`src/srseq_pkg.sv`:
```
// ============================================================
// Shared constants for the supply reset sequencer
package srseq_pkg;

	// ============================================================
	// Clock and timing
	localparam int CLK_PERIOD_NS = 40;
	localparam int POWER_UP_DELAY_MS = 64;
	// 64 ms at 40 ns per cycle
	localparam int POWER_UP_DELAY_CYCLES =
		POWER_UP_DELAY_MS * 1_000_000 / CLK_PERIOD_NS;
	// Dip filter time, a least time so it rounds up
	localparam int FILTER_TIME_NS = 1000;
	localparam int FILTER_CYCLES =
		(FILTER_TIME_NS + CLK_PERIOD_NS - 1) / CLK_PERIOD_NS;

	// ============================================================
	// Brownout mode field encodings
	localparam logic [1:0] MODE_ALWAYS_ON = 2'h3;
	localparam logic [1:0] MODE_SLEEP_OFF = 2'h2;
	localparam logic [1:0] MODE_SOFTWARE = 2'h1;
	localparam logic [1:0] MODE_ALWAYS_OFF = 2'h0;

	// ============================================================
	// Reset values
	localparam logic RESET_HOLD_INIT = 1'b1;
	localparam logic FLAG_INIT = 1'b0;

	// ============================================================
	// Execution gating states
	typedef enum logic [2:0] {
		S_HOLD,
		S_START_WAIT,
		S_RUN,
		S_SLEEP,
		S_WAKE_WAIT
	} srseq_state_e;

endpackage : srseq_pkg

```
`src/srseq_timer_if.sv`:
```
// ============================================================
// Link between the sequencer and its power-up delay timer
interface srseq_timer_if;
	logic hold;
	logic enable;
	logic running;

	modport timer (input hold, input enable, output running);
	modport ctrl (output hold, output enable, input running);
endinterface : srseq_timer_if

```
`src/srseq_sequencer.sv`:
```
// ============================================================
// Supply reset sequencer top
module srseq_sequencer #(
	parameter int unsigned DELAY_CYCLES = srseq_pkg::POWER_UP_DELAY_CYCLES,
	parameter int unsigned FILTER_CYCLES = srseq_pkg::FILTER_CYCLES
) (
	// Clock and reset
	input wire logic i_clk,
	input wire logic i_reset_n,
	// Analog detectors and pin
	input wire logic i_supply_rise_ok,
	input wire logic i_brownout_low,
	input wire logic i_brownout_detector_ready,
	input wire logic i_external_clear_pin_n,
	// Configuration bits
	input wire logic i_power_up_delay_enable_n,
	input wire logic [1:0] i_brownout_mode_select,
	input wire logic i_brownout_level_select,
	// Software and core state
	input wire logic i_software_brownout_enable,
	input wire logic i_sleep,
	// Reset and gating outputs
	output logic o_device_reset,
	output logic o_execution_enable,
	output logic o_wake_grant,
	// Brownout detector control and status
	output logic o_brownout_enable,
	output logic o_brownout_level,
	output logic o_brownout_ready_flag
);

	localparam int FILT_W = $clog2(FILTER_CYCLES + 1);
	localparam logic [FILT_W-1:0] FILT_LAST = FILT_W'(FILTER_CYCLES);

	// ============================================================
	// Mode decode
	wire mode_on = (i_brownout_mode_select == srseq_pkg::MODE_ALWAYS_ON);
	wire mode_sleep_off =
		(i_brownout_mode_select == srseq_pkg::MODE_SLEEP_OFF);
	wire mode_sw = (i_brownout_mode_select == srseq_pkg::MODE_SOFTWARE);

	srseq_pkg::srseq_state_e state_q;
	srseq_pkg::srseq_state_e state_d;

	// Detector power per mode; mode 00 leaves it off
	wire asleep = (state_q == srseq_pkg::S_SLEEP);
	wire det_active = mode_on
		| (mode_sleep_off & !asleep)
		| (mode_sw & i_software_brownout_enable);
	// Protection only once the detector reports ready
	wire armed = det_active & i_brownout_detector_ready;

	assign o_brownout_enable = det_active;

	// ============================================================
	// Dip filter
	logic [FILT_W-1:0] filt_q;
	logic [FILT_W-1:0] filt_d;
	logic trip_q;
	logic trip_d;
	wire dip = armed & i_brownout_low;
	wire filt_full = (filt_q == FILT_LAST);

	// Count low cycles; short dips restart the count
	assign filt_d = !dip ? '0 :
		(filt_full ? filt_q : filt_q + FILT_W'(1));
	// Trip after the dip outlasts the filter time
	assign trip_d = dip & (filt_full | trip_q);

	// Filter registers
	always_ff @(posedge i_clk or negedge i_reset_n) begin
		if (!i_reset_n) begin
			filt_q <= '0;
			trip_q <= srseq_pkg::FLAG_INIT;
		end else begin
			filt_q <= filt_d;
			trip_q <= trip_d;
		end
	end

	// ============================================================
	// Power-up delay timer
	srseq_timer_if tif ();

	// Timer rearmed by supply-rise or dip reset
	assign tif.hold = !i_supply_rise_ok | trip_q;
	assign tif.enable = !i_power_up_delay_enable_n;

	srseq_delay_timer #(
		.DELAY_CYCLES(DELAY_CYCLES)
	) u_delay_timer (
		.i_clk(i_clk),
		.i_reset_n(i_reset_n),
		.tif(tif.timer)
	);

	// ============================================================
	// Reset combine
	logic reset_q;
	wire reset_d = !i_supply_rise_ok
		| trip_q
		| tif.running
		| !i_external_clear_pin_n;

	// Reset released on a clock edge only
	always_ff @(posedge i_clk or negedge i_reset_n) begin
		if (!i_reset_n) begin
			reset_q <= srseq_pkg::RESET_HOLD_INIT;
		end else begin
			reset_q <= reset_d;
		end
	end

	assign o_device_reset = reset_q;

	// ============================================================
	// Start-up and wake-up gating
	// Modes 11 and 10 also need the supply above the threshold
	wire need_level = mode_on | mode_sleep_off;
	wire level_ok = !need_level | !i_brownout_low;
	// Inactive detector starts at once, else wait for ready
	wire startup_ok = !det_active
		| (i_brownout_detector_ready & level_ok);
	// Only mode 10 delays wake-up
	wire wake_ok = !mode_sleep_off
		| i_brownout_detector_ready;

	// Next state
	always_comb begin
		state_d = state_q;
		unique case (state_q)
			srseq_pkg::S_HOLD: begin
				state_d = srseq_pkg::S_START_WAIT;
			end
			srseq_pkg::S_START_WAIT: begin
				if (startup_ok) begin
					state_d = srseq_pkg::S_RUN;
				end
			end
			srseq_pkg::S_RUN: begin
				if (i_sleep) begin
					state_d = srseq_pkg::S_SLEEP;
				end
			end
			srseq_pkg::S_SLEEP: begin
				if (!i_sleep) begin
					state_d = srseq_pkg::S_WAKE_WAIT;
				end
			end
			srseq_pkg::S_WAKE_WAIT: begin
				if (wake_ok) begin
					state_d = srseq_pkg::S_RUN;
				end
			end
			default: begin
				state_d = srseq_pkg::S_HOLD;
			end
		endcase
		if (reset_q) begin
			state_d = srseq_pkg::S_HOLD;
		end
	end

	// State register
	always_ff @(posedge i_clk or negedge i_reset_n) begin
		if (!i_reset_n) begin
			state_q <= srseq_pkg::S_HOLD;
		end else begin
			state_q <= state_d;
		end
	end

	assign o_execution_enable = (state_q == srseq_pkg::S_RUN);
	assign o_wake_grant = (state_q == srseq_pkg::S_WAKE_WAIT) & wake_ok;

	// ============================================================
	// Status and level outputs
	logic level_q;
	logic ready_q;

	// Level pick and readable ready flag
	always_ff @(posedge i_clk or negedge i_reset_n) begin
		if (!i_reset_n) begin
			level_q <= srseq_pkg::FLAG_INIT;
			ready_q <= srseq_pkg::FLAG_INIT;
		end else begin
			level_q <= i_brownout_level_select;
			ready_q <= armed;
		end
	end

	assign o_brownout_level = level_q;
	assign o_brownout_ready_flag = ready_q;
endmodule : srseq_sequencer

```
`src/srseq_delay_timer.sv`:
```
// ============================================================
// Power-up delay timer: runs once after each supply reset
module srseq_delay_timer #(
	parameter int unsigned DELAY_CYCLES = srseq_pkg::POWER_UP_DELAY_CYCLES
) (
	// Clock and reset
	input wire logic i_clk,
	input wire logic i_reset_n,
	// Control link
	srseq_timer_if.timer tif
);

	localparam int CNT_W = $clog2(DELAY_CYCLES + 1);
	localparam logic [CNT_W-1:0] LAST = CNT_W'(DELAY_CYCLES - 1);

	logic [CNT_W-1:0] count_q;
	logic [CNT_W-1:0] count_d;
	logic done_q;
	logic done_d;
	wire counting = tif.enable && !done_q;
	wire at_last = (count_q == LAST);

	// Count only once both supply resets are gone
	assign count_d = tif.hold ? '0 :
		(counting ? count_q + CNT_W'(1) : count_q);
	assign done_d = tif.hold ? 1'b0 :
		((counting && at_last) ? 1'b1 : done_q);
	assign tif.running = counting;

	// Counter and done flag
	always_ff @(posedge i_clk or negedge i_reset_n) begin
		if (!i_reset_n) begin
			count_q <= '0;
			done_q <= 1'b0;
		end else begin
			count_q <= count_d;
			done_q <= done_d;
		end
	end
endmodule : srseq_delay_timer

```
`config.mk`:
```
export PLATFORM = sky130hd
export DESIGN_NAME = srseq_sequencer
export DESIGN_NICKNAME = d
export VERILOG_FILES = /design/src/srseq_pkg.sv /design/src/srseq_timer_if.sv /design/src/srseq_sequencer.sv /design/src/srseq_delay_timer.sv
export SDC_FILE = /design/constraint.sdc
export NUM_CORES = 1
export LEC_CHECK = 0
export BUFFER_PORTS_ARGS = -buffer_cell sky130_fd_sc_hd__buf_2
export CAP_MARGIN = 0
export CORE_ASPECT_RATIO = 1.25
export CORE_MARGIN = 1.5
export CORE_UTILIZATION = 35
export DETAILED_ROUTE_END_ITERATION = 10
export SLEW_MARGIN = 20
export SYNTH_ARGS = -nofsm -noshare
export SYNTH_HDL_FRONTEND = slang
export SYNTH_SLANG_ARGS = --single-unit
```
`constraint.sdc`:
```
create_clock -name i_clk -period 4.8 [get_ports i_clk]
set_input_delay 0.72 -clock i_clk [delete_from_list [all_inputs] [get_ports i_clk]]
set_output_delay 0.72 -clock i_clk [all_outputs]
set_load 0.05 [all_outputs]
```
==> run summary <==
The number of maximum-capacitance violations came out at 0. For this run, the total global-route usage over all layers was measured as 14.37%. Yosys attributes the largest share of cell area to dfrtp_1 47%, nor2_1 4.7%, a21oi_1 4.3%. Summed over all cells, the static leakage comes to just over 0.0008 uW. STA classifies the critical path startpoint as an input pin.

dfrtp_1 takes more of the synthesized area than any other cell. The final route contains 1391 vias. The min-delay analysis places its worst path in the category in2async. The number of standard-cell rows in the floorplan is 28.

Leaving out fill and tap cells, the most frequent cell in the layout is dfrtp_1. The wire length of the first global-routing pass is between 5000 and 6000 um. The post-detailed-route DRC marker count is 0. The area fraction of the dominant cell type after synthesis is a little under half.

Of all flip-flops after synthesis, the portion carrying an async set or reset was 100.0%. The number of buffers added on ports is 17. The count of hold-fix buffers inserted at cts came out at 0. For this run the aggregate overflow at the end of global routing stands at 0.

The synthesized design contains 0 enable-type register cells. The headroom to the max-slew limit came out at ~50%. The final count of pins violating max slew came to 0.

Tracing the worst setup path back leads to its startpoint at i_brownout_mode_select[0]. The number of hold-slack violations in the final timing report was 0. The tree is rooted in a clkbuf_8.

The most used flip-flop cell after synthesis is dfrtp_1. The accumulated negative setup slack came out at 0 ps. The count of routing violations after the opening detailed-route iteration came out at 24. 0 antenna diodes ended up in the layout.

The via density per instance is between 5 and 6. The worst setup path is captured at an output pin. The startpoint identified for the worst register-to-register timing path is u_delay_timer.done_q$_DFFE_PN0P_.

Once detail routing completed, the nets flagged for antenna violations numbered 0. Setup slack on the worst reg-to-reg path comes out at approximately 2700 ps. TritonCTS built the clock tree. The fraction of layout instances using a drive strength above 1 came out at 14.01%. The count of final setup violators came out at 0.

The signed area change from the synthesized netlist to the final layout came out at 14.09%. The post-placement worst setup slack came out at approximately 2300 ps. Clock tree synthesis inserted a total of 5 buffers. The number of flip-flops and latches in the synthesized netlist is 34. The cell area after synthesis came out at around 0.0017 mm^2. The latest clock arrival within the worst-skew pair came out at 290 ps. At the end of the flow the core is filled with cells to a little over two fifths. The first-pass detailed-route iteration total is 2. 18 I/O pins were placed. The minimum clock period came out at about 2200 ps. The post-CTS setup repair buffer count is 0. The die outline height is roughly 82 um. The routed design has 3396 um of wire. The deepest clock path buffer count is 2. Synthesis produced roughly 190 cells.

Entering global routing, the biggest net connects 35 pins. The required time at the worst-slack endpoint is slightly above 4000 ps. The worst-case IR drop observed on VDD is approximately 120 uV. The setup path with the least slack is of type in2out. The final hold slack came out at around 500 ps. The die outline area came out at around 0.0054 mm^2. In this run the horizontal extent of the chip is between 60 and 70 um. The biggest fanout along the worst timing path came out at 4. The areal power density over the cells came out at between 200 and 300 mW/mm^2. The register area share after synthesis came out at roughly 50%. The count of cells resized by post-cts repair came out at 0.

The CTS H-tree depth came out at 2. The worst register-to-register path ends at u_delay_timer.count_q[18]$_DFFE_PN0P_. The maximum clock rate is between 0.4 and 0.5 GHz. Setup repair after global routing left no endpoint under its margin.

The detailed-placement wirelength estimate came out at between 2000 and 2500 um. The clock-pin slew on the worst setup and hold paths is 70 ps. The number of distinct library cell variants in the gate-level netlist after synthesis came out at about 40. The tree built by TritonCTS fans out to 34 sinks.

The most critical setup path has its endpoint at o_wake_grant. The run finished with clean final reports. Across all setup checks in the final design, the least slack found is 2550 ps. The average footprint of a synthesized cell is around 9.4 um^2. The number of global-route vias before repair is around 1300. The slew at the pin with the worst max-slew slack is between 700 and 800 ps. The depth of the most critical reg-to-reg path is 4.

The total nets after synthesis is 201. The core area came out at 0.004765 mm^2. In the layout the commonest cells are 33 x dfrtp_1, 22 x nor2_1, 17 x buf_2. After detailed routing, the average wire length per cell comes to between 10 and 15 um. During synthesis, Yosys emitted a total of 0 warnings. In the final design database the tool counted 221 nets. Clock skew on the completed layout was measured at between 4 and 5 ps. STA puts the critical path data arrival time at 1530 ps. Total power for the finished layout comes to roughly 600 uW. The number of antenna violations at the first check in global routing came out at 0. The initial cell density of the core is 36.71%. Routability-driven placement finished with a final weighted congestion of 0.7970. The ratio of final minimum period to clock period came out at 46.87%.
-- worst max-delay path: stages --
cell and delay [ps]:
buf_2 110, nor3b_1 380, nor3b_1 90, buf_2 230
-- state kept, by name (all words and copies together) (netlist names) --
name and cells:
state_q 3, o_device_reset 1, trip_q 1, filt_q 5, u_delay_timer.count_q 21, u_delay_timer.done_q 1
o_brownout_ready_flag 1, o_brownout_level 1
-- cell families after synthesis --
family | synth area share (%)
AO/OA/AOI/OAI | 12.95
XOR/XNOR | 6.509
adder cells (fa/ha/maj) | 2.146
buffers and inverters | 3.004
flip-flops | 48.71
AND/OR/NAND/NOR | 26.68
-- report_power, final --
group,total (uW),internal (uW),switching [uW]
Combinational,36.5,10.7,25.8
Sequential,294,291,3.51
Clock,258,153,105
Total,589,454,135
-- metrics by stage --
step	cell area, um^2	cells
CTS	1996	267
global placement	1887	259
detailed placement	1887	259
global route	1996	267
finish	1996	267
floorplan	1749	186
-- worst min-delay path by stage --
stage / to / slack, ps / cells past startpoint
floorplan: filt_q[0]$_DFFE_PN0P_ / 420 / 0
global placement: state_q[0]$_DFFE_PN0P_ / 490 / 1
detailed placement: state_q[0]$_DFFE_PN0P_ / 500 / 1
CTS: state_q[0]$_DFFE_PN0P_ / 520 / 1
global route: state_q[0]$_DFFE_PN0P_ / 530 / 1
finish: u_delay_timer.count_q[10]$_DFFE_PN0P_ / 490 / 1
-- per-layer routing --
metal | vias to the layer above | routed length (um) | global-route usage, %
met4 | 0 | 84 | 6.939
met5 | - | 0 | 0
met1 | 648 | 1559 | 17.30
met2 | 21 | 1626 | 23.70
li1 | 713 | - | -
met3 | 9 | 126 | 3.836
-- Yosys cell counts, types with 2 or more instances --
cell and number:
nand3_1 9, nor3b_1 3, or3_1 7, nand2_1 15, dfrtp_1 33, a211oi_1 2
ha_1 3, nand2b_1 2, nor4_1 2, xnor2_1 7, o21ai_0 7, nand4_1 6
nor3_1 2, nor2_1 22, and3_1 3, or4_1 6, nor2b_1 3, o31ai_1 3
clkbuf_1 3, xor2_1 6, inv_1 8, a21oi_1 15
-- area by class of cell --
type / count / area, um^2
fillers: 490 / 2769
flip-flops and latches: 34 / 852.1
clock buffers: 5 / 68.82
clock inverters: 3 / 40.04
inverters: 8 / 30.03
well taps: 60 / 75.07
multi-input cells: 140 / 844.6
repair buffers: 17 / 85.08
No activity file was read; power rests on OpenSTA's default activity.
